**src/shared/cvsd_pkg.sv**
```systemverilog
// constants and carrier types of the delta-modulation bit sequencer
// assumes a 200 MHz system clock that oversamples the codec clock pin
package cvsd_pkg;

    // system clock rate
    localparam int CLK_MHZ = 200;

    // history register lengths of the two variants
    localparam int HIST_LEN_LOW = 3;
    localparam int HIST_LEN_HIGH = 4;

    // least codec clock pulse widths and data window, in ns
    localparam int CLK_HIGH_MIN_NS = 300;
    localparam int CLK_LOW_MIN_NS = 900;
    localparam int DATA_SETUP_NS = 500;
    localparam int DATA_HOLD_NS = 500;

    // the same as whole system clock cycles, rounded up
    localparam int CLK_HIGH_MIN_CYC = (CLK_HIGH_MIN_NS * CLK_MHZ + 999) / 1000;
    localparam int CLK_LOW_MIN_CYC = (CLK_LOW_MIN_NS * CLK_MHZ + 999) / 1000;
    localparam int DATA_SETUP_CYC = (DATA_SETUP_NS * CLK_MHZ + 999) / 1000;
    localparam int DATA_HOLD_CYC = (DATA_HOLD_NS * CLK_MHZ + 999) / 1000;

    // width of the timing counters, holds the largest count above
    localparam int TCNT_W = 8;

    // synchroniser depth and stream buffer shape
    localparam int SYNC_STAGES = 2;
    localparam int FIFO_DEPTH = 16;

    // reset values
    localparam logic SERIAL_RESET = 1'b0;
    localparam logic COINC_RESET = 1'b1;

    // pins sampled from outside the clock domain
    typedef struct packed {
        logic codecClk;
        logic encodeSel;
        logic dataIn;
        logic compHigh;
    } pins_t;

    localparam int PIN_COUNT = $bits(pins_t);

    // one captured bit with its side information
    typedef struct packed {
        logic serialBit;
        logic slopeUp;
        logic coincident;
    } sample_t;

    localparam int SAMPLE_W = $bits(sample_t);

    // sticky fault flags
    typedef struct packed {
        logic highWidth;
        logic lowWidth;
        logic setup;
        logic hold;
        logic overrun;
    } fault_t;

    // codec clock phase tracker
    typedef enum logic [1:0] {
        PH_UNKNOWN,
        PH_HIGH,
        PH_LOW
    } phase_t;

endpackage

```
**src/hw/bit_fifo.sv**
```systemverilog
// first-in first-out buffer with a registered output stage
// assumes one clock, DEPTH a power of two, and a shared clock enable
`timescale 1ns/1ps
`default_nettype none
module bit_fifo #(
    parameter int WIDTH = 3,
    parameter int DEPTH = 16
) (
    // clock and reset
    input wire logic clock,
    input wire logic resetn,
    input wire logic clkEn,
    // filling side
    input wire logic inValid,
    output logic inReady,
    input wire logic [WIDTH-1:0] inData,
    // draining side
    output logic outValid,
    input wire logic outReady,
    output logic [WIDTH-1:0] outData
);
    localparam int AW = $clog2(DEPTH);
    localparam int CW = $clog2(DEPTH + 1);

    logic [WIDTH-1:0] mem [DEPTH];
    logic [AW-1:0] wrPtr_r;
    logic [AW-1:0] rdPtr_r;
    logic [CW-1:0] count_r;
    logic [WIDTH-1:0] head_r;
    logic headValid_r;
    logic push;
    logic pop;

    assign inReady = (count_r != CW'(DEPTH));
    assign push = inValid && inReady;
    assign pop = (count_r != '0) && (!headValid_r || outReady);
    assign outValid = headValid_r;
    assign outData = head_r;

    // storage
    always_ff @(posedge clock) begin
        if (clkEn && push) begin
            mem[wrPtr_r] <= inData;
        end
    end

    // pointers and fill level
    always_ff @(posedge clock or negedge resetn) begin
        if (!resetn) begin
            wrPtr_r <= '0;
            rdPtr_r <= '0;
            count_r <= '0;
        end else if (clkEn) begin
            if (push) begin
                wrPtr_r <= AW'(wrPtr_r + 1'b1);
            end
            if (pop) begin
                rdPtr_r <= AW'(rdPtr_r + 1'b1);
            end
            if (push && !pop) begin
                count_r <= CW'(count_r + 1'b1);
            end else if (pop && !push) begin
                count_r <= CW'(count_r - 1'b1);
            end
        end
    end

    // output register
    always_ff @(posedge clock or negedge resetn) begin
        if (!resetn) begin
            head_r <= '0;
            headValid_r <= 1'b0;
        end else if (clkEn) begin
            if (pop) begin
                head_r <= mem[rdPtr_r];
                headValid_r <= 1'b1;
            end else if (outReady) begin
                headValid_r <= 1'b0;
            end
        end
    end
endmodule
`default_nettype wire

```
**src/hw/cvsd_bit_sequencer.sv**
```systemverilog
// digital core of a slope delta codec: history, coincidence, slope
// assumes the codec clock and logic pins arrive asynchronously
`timescale 1ns/1ps
`default_nettype none
module cvsd_bit_sequencer
    import cvsd_pkg::*;
#(
    parameter int HIST_LEN = cvsd_pkg::HIST_LEN_HIGH,
    parameter int DEPTH = cvsd_pkg::FIFO_DEPTH
) (
    // clock, reset and clock enable
    input wire logic clock,
    input wire logic resetn,
    input wire logic clkEn,
    // asynchronous codec pins
    input wire cvsd_pkg::pins_t pinsIn,
    // serial bit and slope direction
    output logic serialOut,
    output logic slopeUp,
    // open-drain coincidence pin
    output logic coincOut,
    output logic coincOe,
    // captured bit stream
    output logic sampleValid,
    input wire logic sampleReady,
    output cvsd_pkg::sample_t sampleOut,
    // status
    output logic idlePattern,
    output cvsd_pkg::fault_t faults,
    input wire cvsd_pkg::fault_t faultClear
);
    import cvsd_pkg::*;

    localparam int RUN_W = $clog2(HIST_LEN + 1);
    // one sticky flag per fault
    localparam int FAULT_W = $bits(fault_t);

    // synchronised pins
    logic [PIN_COUNT-1:0] syncA_r;
    logic [PIN_COUNT-1:0] syncB_r;
    pins_t pinsSync;

    // edge detection
    logic codecClkPrev_r;
    logic dataPrev_r;
    logic fallEdge;
    logic riseEdge;
    logic dataChange;

    // mode candidates
    logic encBit;
    logic decBit;

    // capture path
    logic capBit;
    logic [HIST_LEN-1:0] history_r;
    logic [HIST_LEN-1:0] historyNxt;
    logic serial_r;
    logic slope_r;
    logic coinc_r;
    logic coincNxt;

    // alternation tracking
    logic [RUN_W-1:0] altRun_r;
    logic idle_r;

    // timing checks
    phase_t phase_r;
    logic [TCNT_W-1:0] phaseCnt_r;
    logic [TCNT_W-1:0] stableCnt_r;
    logic [TCNT_W-1:0] holdCnt_r;
    logic decodeEdge;

    // faults and stream
    fault_t fault_r;
    fault_t faultSet;
    logic fifoReady;
    logic fifoPush;
    sample_t sampleNxt;

    // two-flip-flop synchroniser per pin
    generate
        for (genvar i = 0; i < PIN_COUNT; i++) begin : g_sync
            always_ff @(posedge clock or negedge resetn) begin
                if (!resetn) begin
                    syncA_r[i] <= 1'b0;
                    syncB_r[i] <= 1'b0;
                end else if (clkEn) begin
                    syncA_r[i] <= pinsIn[i];
                    syncB_r[i] <= syncA_r[i];
                end
            end
        end
    endgenerate

    assign pinsSync = pins_t'(syncB_r);

    // previous values for edge detection
    always_ff @(posedge clock or negedge resetn) begin
        if (!resetn) begin
            codecClkPrev_r <= 1'b0;
            dataPrev_r <= 1'b0;
        end else if (clkEn) begin
            codecClkPrev_r <= pinsSync.codecClk;
            dataPrev_r <= pinsSync.dataIn;
        end
    end

    // one-cycle pulse per codec clock edge and per data change
    assign fallEdge = codecClkPrev_r && !pinsSync.codecClk;
    assign riseEdge = !codecClkPrev_r && pinsSync.codecClk;
    assign dataChange = dataPrev_r != pinsSync.dataIn;
    assign decodeEdge = fallEdge && !pinsSync.encodeSel;

    // candidate bits of the two modes
    assign encBit = !pinsSync.compHigh;
    assign decBit = !pinsSync.dataIn;

    // bit selection by mode
    always_comb begin
        if (pinsSync.encodeSel) begin
            capBit = encBit;
        end else begin
            capBit = decBit;
        end
    end

    // next history, one stage per bit, newest in bit 0
    generate
        for (genvar j = 0; j < HIST_LEN; j++) begin : g_hist
            if (j == 0) begin : g_head
                assign historyNxt[j] = capBit;
            end else begin : g_tail
                assign historyNxt[j] = history_r[j-1];
            end

            // history shift register stage
            always_ff @(posedge clock or negedge resetn) begin
                if (!resetn) begin
                    history_r[j] <= 1'b0;
                end else if (clkEn && fallEdge) begin
                    history_r[j] <= historyNxt[j];
                end
            end
        end
    endgenerate

    // coincidence of the next history
    assign coincNxt = (&historyNxt) || !(|historyNxt);

    // serial output register
    always_ff @(posedge clock or negedge resetn) begin
        if (!resetn) begin
            serial_r <= SERIAL_RESET;
        end else if (clkEn && fallEdge) begin
            serial_r <= capBit;
        end
    end

    // slope direction, source when the taken bit is low
    always_ff @(posedge clock or negedge resetn) begin
        if (!resetn) begin
            slope_r <= !SERIAL_RESET;
        end else if (clkEn && fallEdge) begin
            slope_r <= !capBit;
        end
    end

    // coincidence, updated with the history
    always_ff @(posedge clock or negedge resetn) begin
        if (!resetn) begin
            coinc_r <= COINC_RESET;
        end else if (clkEn && fallEdge) begin
            coinc_r <= coincNxt;
        end
    end

    // run of alternating bits
    always_ff @(posedge clock or negedge resetn) begin
        if (!resetn) begin
            altRun_r <= '0;
            idle_r <= 1'b0;
        end else if (clkEn && fallEdge) begin
            if (capBit != serial_r) begin
                if (altRun_r != RUN_W'(HIST_LEN)) begin
                    altRun_r <= RUN_W'(altRun_r + 1'b1);
                end
                idle_r <= (altRun_r >= RUN_W'(HIST_LEN - 1));
            end else begin
                altRun_r <= '0;
                idle_r <= 1'b0;
            end
        end
    end

    // codec clock phase tracker
    always_ff @(posedge clock or negedge resetn) begin
        if (!resetn) begin
            phase_r <= PH_UNKNOWN;
        end else if (clkEn) begin
            case (phase_r)
                PH_UNKNOWN: begin
                    if (riseEdge) begin
                        phase_r <= PH_HIGH;
                    end else if (fallEdge) begin
                        phase_r <= PH_LOW;
                    end
                end
                PH_HIGH: begin
                    if (fallEdge) begin
                        phase_r <= PH_LOW;
                    end
                end
                PH_LOW: begin
                    if (riseEdge) begin
                        phase_r <= PH_HIGH;
                    end
                end
                default: begin
                    phase_r <= PH_UNKNOWN;
                end
            endcase
        end
    end

    // cycles since the last codec clock edge
    always_ff @(posedge clock or negedge resetn) begin
        if (!resetn) begin
            phaseCnt_r <= '0;
        end else if (clkEn) begin
            if (riseEdge || fallEdge) begin
                phaseCnt_r <= '0;
            end else if (phaseCnt_r != '1) begin
                phaseCnt_r <= TCNT_W'(phaseCnt_r + 1'b1);
            end
        end
    end

    // cycles the data input has stood still
    always_ff @(posedge clock or negedge resetn) begin
        if (!resetn) begin
            stableCnt_r <= '0;
        end else if (clkEn) begin
            if (dataChange) begin
                stableCnt_r <= '0;
            end else if (stableCnt_r != '1) begin
                stableCnt_r <= TCNT_W'(stableCnt_r + 1'b1);
            end
        end
    end

    // hold window after a decode edge
    always_ff @(posedge clock or negedge resetn) begin
        if (!resetn) begin
            holdCnt_r <= '0;
        end else if (clkEn) begin
            if (decodeEdge) begin
                holdCnt_r <= TCNT_W'(DATA_HOLD_CYC);
            end else if (holdCnt_r != '0) begin
                holdCnt_r <= TCNT_W'(holdCnt_r - 1'b1);
            end
        end
    end

    // fault events
    always_comb begin
        faultSet = '0;
        faultSet.highWidth = fallEdge && (phase_r == PH_HIGH) &&
            (phaseCnt_r < TCNT_W'(CLK_HIGH_MIN_CYC - 1));
        faultSet.lowWidth = riseEdge && (phase_r == PH_LOW) &&
            (phaseCnt_r < TCNT_W'(CLK_LOW_MIN_CYC - 1));
        faultSet.setup = decodeEdge &&
            (stableCnt_r < TCNT_W'(DATA_SETUP_CYC - 1));
        faultSet.hold = dataChange && (holdCnt_r != '0);
        faultSet.overrun = fallEdge && !fifoReady;
    end

    // sticky faults, one flag per bit, a new event beats a clear
    generate
        for (genvar k = 0; k < FAULT_W; k++) begin : g_fault
            always_ff @(posedge clock or negedge resetn) begin
                if (!resetn) begin
                    fault_r[k] <= 1'b0;
                end else if (clkEn) begin
                    fault_r[k] <= (fault_r[k] && !faultClear[k]) ||
                        faultSet[k];
                end
            end
        end
    endgenerate

    // captured bit with its side information
    always_comb begin
        sampleNxt.serialBit = capBit;
        sampleNxt.slopeUp = !capBit;
        sampleNxt.coincident = coincNxt;
    end

    // a capture offers one sample to the buffer
    assign fifoPush = clkEn && fallEdge;

    // stream buffer for captured bits
    bit_fifo #(
        .WIDTH(SAMPLE_W),
        .DEPTH(DEPTH)
    ) u_fifo (
        .clock(clock),
        .resetn(resetn),
        .clkEn(clkEn),
        .inValid(fifoPush),
        .inReady(fifoReady),
        .inData(sampleNxt),
        .outValid(sampleValid),
        .outReady(sampleReady && clkEn),
        .outData(sampleOut)
    );

    // outputs
    assign serialOut = serial_r;
    assign slopeUp = slope_r;
    assign coincOut = 1'b0;
    assign coincOe = coinc_r;
    assign idlePattern = idle_r;
    assign faults = fault_r;
endmodule
`default_nettype wire

```
**config.mk**
```make
export PLATFORM = sky130hd
export DESIGN_NAME = cvsd_bit_sequencer
export DESIGN_NICKNAME = d
export VERILOG_FILES = /design/src/shared/cvsd_pkg.sv /design/src/hw/bit_fifo.sv /design/src/hw/cvsd_bit_sequencer.sv
export SDC_FILE = /design/constraint.sdc
export NUM_CORES = 1
export LEC_CHECK = 0
export BUFFER_PORTS_ARGS = -buffer_cell sky130_fd_sc_hd__buf_2
export CORE_MARGIN = 2
export CORE_UTILIZATION = 55
export CTS_CLUSTER_DIAMETER = 80
export CTS_CLUSTER_SIZE = 14
export DETAILED_ROUTE_END_ITERATION = 8
export PLACE_DENSITY = 0.73
export RECOVER_POWER = 100
export SLEW_MARGIN = 0
export SYNTH_ARGS = -nofsm -noshare
export SYNTH_HDL_FRONTEND = slang
export SYNTH_SLANG_ARGS = --single-unit
```
**constraint.sdc**
```tcl
create_clock -name clock -period 7.1 [get_ports clock]
set_input_delay 0.355 -clock clock [delete_from_list [all_inputs] [get_ports clock]]
set_output_delay 0.355 -clock clock [all_outputs]
set_load 0.05 [all_outputs]
```
# Yosys cells after proc, flatten, opt, wreduce, memory -nomap -nowiden
# Memories as Yosys holds them, arrays and structs flattened. A register that Yosys moved wholly into a read port is not among the register bits.
# Index checks and enable logic that the tools add are counted.
# word_totals
register_bits	64
latch_bits	0
ram_bits	48
rom_bits	0
input_bits	13
out_inout_bits	14
elab_cells	139
n_memories	1
# classes
n_addsub	8
multipliers	0
n_div	0
order_cmp	4
eq_ne	10
shifts	0
muxes	20
bitwise	0
reduce_logical	66
# mem_list
memory	words	width	read_ports	rd_ports_with_merged_regs	write_ports	line	text
u_fifo.mem	16	3	1	1	1	bit_fifo.sv:25	logic [WIDTH-1:0] mem [DEPTH];
# ops
cell	n
$mux 8	6
$logic_and 1x1->1	22
$reduce_and 2->1	9
$logic_not 1->1	17
$add 8x1->8 const B	2
$ne 8x8->1 const B	2
$mux 5	2
$reduce_bool 2->1	5
$add 4x1->4 const B	2
$logic_or 1x1->1	8
$lt 8x6->1 const B	1
$lt 8x7->1 const B	1
$lt 8x8->1 const B	1
$reduce_bool 8->1	1
$sub 8x1->8 const B	1
$mux 1	6
$mux 2	3
$mux 3	2
$pmux 2 s3	1
$add 5x1->5 const B	1
$ne 5x5->1 const B	1
$reduce_bool 5->1	1
$sub 5x1->5 const B	1
$reduce_and 4->1	1
10 further kinds	11

# Logic depth before layout (Yosys ltp)
# Gate-level depths: netlist of run 1.
# depth
depth_word	8
depth_mapped	12
depth_no_buf	11

# Modules after synthesis
# Synthesis of run 1 repeated with hierarchy kept, for this count alone.
# unflattened
hier_cells	441
area_unflattened_um2	5540.3
# modules_own_cells
module	n_inst	cells_per_inst	area_per_inst_um2
bit_fifo	1	175	2887.8
cvsd_bit_sequencer	1	266	2652.5

# Worst setup path after synthesis of run 1
# No wires, ideal clock.
# synth_timing
path_type	reg-to-reg
start	register syncB_r[3], in the netlist pinsSync[3]
end	register u_fifo.count_r[4]
arrival_time_ns	2.499
required_ns	7.020
path_slack_ns	4.521
stages_incl_launch_ff	13
n_path_buf	1
period_less_slack_ns	2.579
cell_sequence	dfrtp_1 -> inv_1 -> ha_1 -> nand2_1 -> a21oi_1 -> buf_2 -> ha_1 -> inv_1 -> fa_1 -> a21o_1 -> a21oi_1 -> mux2i_1 -> xnor2_1
# synth_between
elab_chain_cells	8
# synth_rtl
item	line	text
start: declaration	cvsd_bit_sequencer.sv:40	logic [PIN_COUNT-1:0] syncB_r;
start signal: indexed assignment	cvsd_bit_sequencer.sv:90	syncB_r[i] <= syncA_r[i];
$logic_not 1->1 (*)	cvsd_bit_sequencer.sv:110	assign fallEdge = codecClkPrev_r && !pinsSync.codecClk;
$logic_and 1x1->1 (*)	cvsd_bit_sequencer.sv:110	
$logic_and 1x1->1 (*)	cvsd_bit_sequencer.sv:300	assign fifoPush = clkEn && fallEdge;
$logic_and 1x1->1 (*)	bit_fifo.sv:35	assign push = inValid && inReady;
$logic_not 1->1	bit_fifo.sv:62	end else if (pop && !push) begin
$logic_and 1x1->1	bit_fifo.sv:62	
$reduce_bool 2->1 (no source line)	--	
$reduce_and 2->1 (no source line)	--	
end signal: assignment	bit_fifo.sv:61	count_r <= CW'(count_r + 1'b1);
end signal: assignment	bit_fifo.sv:63	count_r <= CW'(count_r - 1'b1);
end: declaration	bit_fifo.sv:28	logic [CW-1:0] count_r;
# Every way passes the cells marked *; elsewhere a longest branch is shown, timed or not.
# A chain may end at the register's enable or synchronous reset.

# Final worst setup path of run 1
# layout_timing
start	input clkEn
end	register u_fifo.count_r[4]
# layout_between
elab_chain_cells	7
# layout_rtl
item	line	text
start: declaration	cvsd_bit_sequencer.sv:14	input wire logic clkEn,
$logic_and 1x1->1	cvsd_bit_sequencer.sv:314	.outReady(sampleReady && clkEn),
$logic_or 1x1->1	bit_fifo.sv:36	assign pop = (count_r != '0) && (!headValid_r || outReady);
$logic_and 1x1->1	bit_fifo.sv:36	
$logic_not 1->1	bit_fifo.sv:60	if (push && !pop) begin
$logic_and 1x1->1	bit_fifo.sv:60	
$reduce_bool 2->1 (no source line)	--	
$reduce_and 2->1 (no source line)	--	
# Several ways; a longest one is shown, not always the timed one.

==> results.cfg, run 1 <==
[outcome]
status = complete, but fails checks
violations = max-capacitance violations, max-slew violations

[placed_design]
dp.cells = 574
gp_congestion = 0.877
dp_hpwl_um = 6750
dp_slack_ps = 3370
io_buffers = 25

[logic_synthesis]
synth-seq-cells = 115
synth-async-reset-ratio = 0.583
yosys.cell_types.count = 61
seq_area_frac_synth = 0.581
synth_area_per_cell_um2 = 12.5
ys_dominant_reg_cell = dfrtp_1
ys.warnings.count = 0
synth_edf_count = 48
netlist_instances = 429
syn-cell-area_um2 = 5370
syn_nets = 463

[sta]
setup-violations-final = 0
setup_tns_ps = 0
worst_pin_slew_ps = 3650
relSlewSlack = -1.43
max_freq_mhz = 246
rsz0062_at_grt = no
finalCritPeriodShare = 0.572
fin_ws_ps = 3040
layout_min_cycle_time_ps = 4060
hold_viol = 0
skew_ps = 10.6
drv_slew = 109
fin_hold_ws_ps = 74.5

[power]
cell_internal_pwr_w = 0.00168
p_leak_nw = 2.49
powerDensity_nw_per_um2 = 407
netSwitchingPower_w = 0.000818
pwr-share-clk = 0.340
power_frac_comb = 0.252
irDropWorstVdd_v = 0.000221
power_w = 0.00250
switching_share = 0.327
seq_power_share = 0.408

[routing]
dr.pass1.iters = 4
wl_per_cell_um = 16.7
ant_nets = 0
post-route-drc-count = 0
drtIter0Drc = 142
routed-via-count = 3423
vias_per_cell = 5.65
drt-total-wl_um = 10100

[clocking]
clkTransAtPathRegs_ps = 50
root_buffer = clkbuf_8
cts_buffers = 17
cts_setup_buffers = 0
clock_sinks = 115
cts-resized-gates = 0
htreeDepth = 4
cts_hold_buf = 0
cts_tree = done
clockBufferDepth = 2
clock_latency_ps = 510

[critical_path]
end_kind = flop
critPathLaunchType = primary input
crit_type = in2reg
arrival_ps = 4490
crit_fanout = 40
cp.required_ps = 7530

[floorplanning]
start_util = 0.557
rows = 36
io_pins = 27
coreArea_um2 = 9640
die-width_um = 103
fp.dieH_um = 103
dieArea_um2 = 10600

[final_layout]
antenna-diode-count = 0
nNetsFinal = 494
n_fill_cell = 784
drive_gt1_frac = 0.148
stdcell_count = 606
synthToLayoutAreaGrowth_pct = 14.4

[grt]
grt_start_max_net_pins = 68
grt_pass1_wl_um = 16900
track_usage = 0.215
antenna_found_initial = 0
grt_pass1_vias = 3500
gr-total-overflow = 0

[run]
max_cap_viol_count = 2

[worst_hold_path]
hp-class = in2reg
## critical path: stages
cell	delay (ps)
clkbuf_1	1160
nand2_1	540
a21oi_1	840
ha_1	300
inv_1	110
fa_1	430
a21o_1	200
a21oi_1	170
mux2i_1	240
xnor2_1	130
## synthesized netlist by cell type (all sizes together) (11+ instances only)
master,n,area share
nand3,13,0.012
nor2,22,0.015
mux2,11,0.023
and2,14,0.017
a21oi,12,0.011
ha,20,0.047
o21ai,27,0.025
inv,19,0.013
dfrtp,65,0.30
edfxtp,48,0.27
mux4,12,0.050
nand2,43,0.030
## final timing paths
kind	endpoint	cells after the start	slack [ps]	start
worst max-delay path	u_fifo.count_r[4]	10	3040	clkEn
worst min-delay path	syncA_r[2]	2	70	pinsIn[2]
worst max register to register	u_fifo.count_r[4]	11	3680	pinsSync[3]
worst min register to register	u_fifo.outData[1]	1	470	u_fifo.outData[1]
max in group asynchronous	phaseCnt_r[3]	2	3850	resetn
min in group asynchronous	u_fifo.rdPtr_r[0]	2	1190	resetn
## registers in the layout (all words and copies together) (netlist names), 2 cells and up
register and count:
altRun_r 3, pinsSync 4, phaseCnt_r 8, u_fifo.outData 3
u_fifo.wrPtr_r 4, holdCnt_r 8, phase_r 2, u_fifo.rdPtr_r 4
faults 5, u_fifo.mem 48, historyNxt 2, stableCnt_r 8
syncA_r 4, u_fifo.count_r 5
## final cells by class
class	instances	area [um^2]	share of cell area
repair buffers	27	115	0.0187
flip-flops and latches	115	3120	0.508
multi-input cells	280	2080	0.339
inverters	19	71.3	0.0116
clock inverters	12	164	0.0267
well taps	133	166	0.0271
clock buffers	20	425	0.0692
## cell families after synthesis
kind of cell,after synthesis,share of synthesized area
other,1,0.000698
AOI/OAI and AO/OA,78,0.0962
xor gates and xnor gates,18,0.0308
muxes,29,0.0846
DFF,115,0.581
adders and majority gates,21,0.0503
buffers and inverters,34,0.0277
and+or+nand+nor,133,0.128
## per-layer routing
metal | GRT usage | part of all wire
met1 | 0.245 | 0.42
met2 | 0.380 | 0.54
met3 | 0.0671 | 0.026
met4 | 0.0860 | 0.0083
met5 | 0 | 0
## power groups by stage
stage	clock (W)	sequential [W]	combinational [W]
after global routing	0.000895	0.00104	0.000699
final	0.000850	0.00102	0.000630
after detailed placement	0	0.00103	0.000644
after global placement	0	0.00102	0.000613
after CTS	0.000864	0.00102	0.000648
after floorplan	0	0.00105	0.000455
## placed cells by master, fill, tap and decap left out, types with 3 or more instances in the layout
cell type and count:
dfrtp_1 65, edfxtp_1 48, nand2_1 43, o21ai_0 27, nor2_1 22, ha_1 20
inv_1 19, clkbuf_1 19, clkbuf_16 16, and2_0 13, nand3_1 13, a21oi_1 12
mux4_2 12, mux2_2 11, buf_2 11, xor2_1 9, xnor2_1 8, mux2i_1 6
and4_1 6, or3_1 6, a21o_1 5, nor3_1 5, clkinv_2 5, o22ai_1 4
a211oi_1 4, a31oi_1 4, and3_1 4, bufinv_16 4, nand2b_1 3, o31ai_1 3
nand4_1 3, a22o_1 3
## stage by stage
| stage | cell area [um^2] | utilization |
|---|---|---|
| final | 6140 | 0.637 |
| after CTS | 6190 | 0.642 |
| after detailed placement | 5600 | 0.581 |
| after floorplan | 5370 | - |
| after global placement | 5600 | 0.581 |
| after global routing | 6140 | 0.637 |
Note: power is estimated with default switching activity, not from simulation.
==> inputs of run 2 (changes only) <==
--- a/config.mk
+++ b/config.mk
@@ -11,7 +11,7 @@
 export CTS_CLUSTER_DIAMETER = 80
 export CTS_CLUSTER_SIZE = 14
 export DETAILED_ROUTE_END_ITERATION = 8
-export PLACE_DENSITY = 0.73
+export PLACE_DENSITY = 0.76
 export RECOVER_POWER = 100
 export SLEW_MARGIN = 0
 export SYNTH_ARGS = -nofsm -noshare
==> constraint.sdc (replaced) <==
create_clock -name clock -period 3.7 [get_ports clock]
set_input_delay 0.185 -clock clock [delete_from_list [all_inputs] [get_ports clock]]
set_output_delay 0.185 -clock clock [all_outputs]
set_load 0.05 [all_outputs]
==> results.cfg, run 2 (synthesis results as in run 1) <==
[final_layout]
drive_gt1_frac = 0.152
top_register = u_fifo.mem
seqCellArea_um2 = 3120
largest_reg_flops = 48
layout_common_cells = dfrtp_1, edfxtp_1, nand2_1
synthToLayoutAreaGrowth_pct = 18.0
final_common_cell = dfrtp_1
antenna-diode-count = 0
nNetsFinal = 507
n_fill_cell = 729
multiInputGateArea_um2 = 2080

[critical_path]
crit_type = reg2reg
startpoint = pinsSync[2]
slowest_stage = clkbuf_1
path_buf_inv = 2
critPathMaxStageDelay_ps = 680
reg2reg_from = pinsSync[2]
cpLargestDelayFamily = buffers and inverters
end_kind = flop
crit_chain = mux2i_1 -> clkbuf_1 -> inv_1 -> ha_1 -> nand2_1 -> nand2_1
critPathLaunchType = flop
cp.required_ps = 3830
arrival_ps = 3090
cpMostUsedCell = nand2_1
crit_fanout = 19

[grt]
grt_pass1_wl_um = 17400
antenna_found_initial = 0
gr-total-overflow = 0
track_usage = 0.223
grt_start_max_net_pins = 41
grt_pass1_vias = 3630

[worst_hold_path]
hp-class = in2reg
worstHoldStart = sampleReady

[sta]
finalCritPeriodShare = 0.799
hold_viol = 0
worst_pin_slew_ps = 2230
layout_min_cycle_time_ps = 2960
relSlewSlack = -0.489
setup_tns_ps = 0
skew_ps = 10.6
rsz0062_at_grt = no
setup-violations-final = 0
drv_slew = 41
max_freq_mhz = 338

[floorplanning]
dieArea_um2 = 10600
io_pins = 27
rows = 36
die-width_um = 103
start_util = 0.557
fp.dieH_um = 103
coreArea_um2 = 9640

[clocking]
root_buffer = clkbuf_8
htreeDepth = 4
cts_setup_buffers = 0
clkTransAtPathRegs_ps = 60
clock_sinks = 115
cts-resized-gates = 0
clockBufferDepth = 2
cts_buffers = 17
cts_hold_buf = 10
clock_latency_ps = 530
cts_tree = done

[power]
powerDensity_nw_per_um2 = 791
p_leak_nw = 2.58
irDropWorstVdd_v = 0.000360
power_w = 0.00501

[routing]
routed-wl-met3_um = 314
post-route-drc-count = 0
drt-total-wl_um = 10400
routed-via-count = 3507
dr.pass1.iters = 4
drtIter0Drc = 208
ant_nets = 0
wl_met2_um = 5340
wl_per_cell_um = 16.8
vias_per_cell = 5.67
top_layer = met4
wl_met1_um = 4410

[placed_design]
gp_congestion = 0.897
io_buffers = 25
dp_hpwl_um = 6660

[outcome]
violations = max-capacitance violations, max-slew violations
status = complete, but fails checks

[run]
max_cap_viol_count = 1
==> run 2: cell count changes in the layout (fill, tap and decap cells not counted), moves of 2 or more <==
cell,delta
bufinv_16,+2
dlygate4sd3_1,+10
buf_4,+2
clkinv_2,-4
clkinv_4,+3
==> run 2: path summary, 6_finish.rpt <==
kind / end / slack [ps] / cells after the start
min in group asynchronous: u_fifo.rdPtr_r[1] / 870 / 2
max in group asynchronous: pinsSync[0] / 1190 / 3
hold reg to reg: u_fifo.outData[0] / 470 / 1
setup / recovery: u_fifo.mem[5][0] / 740 / 6
setup reg to reg: u_fifo.mem[5][0] / 740 / 6
hold / removal: u_fifo.outValid / 60 / 4
==> run 2: routing by layer <==
layer / vias to the layer above / global-route usage
met1: 1745 / 0.270
met2: 73 / 0.371
met4: 0 / 0.114
li1: 1664 / -
met3: 25 / 0.0576
met5: - / 0
==> run 2: area by class of cell <==
type,instances,share of cell area
Sequential cell,115,0.492
Multi-Input combinational cell,280,0.328
Clock buffer,20,0.0687
Timing Repair Buffer,40,0.0369
Clock inverter,12,0.0359
Tap cell,133,0.0263
Inverter,19,0.0113
==> run 2: power breakdown <==
group	internal [W]	leakage [nW]	total, W	switching [W]
Combinational	0.000524	0.993	0.00123	0.000705
Clock	0.00125	0.320	0.00183	0.000575
Sequential	0.00163	1.26	0.00196	0.000324
==> run 2: stage by stage <==
step                instances  instance area [um^2]  hold slack [ps]  utilization  setup WS (ps)
global route              619                  6340             70.8        0.657            430
global placement          577                  5620              367        0.583            958
detailed placement        577                  5620              381        0.583            833
CTS                       619                  6380             55.7        0.662            798
finish                    619                  6340             64.7        0.657            745
floorplan                 429                  5370             -111            -           1120
==> run 2: worst register-to-register path, stage by stage, from the launching register on <==
cell and delay (ps):
dfrtp_1 440, mux2i_1 200, clkbuf_1 680, inv_1 500, ha_1 330, nand2_1 80, nand2_1 320
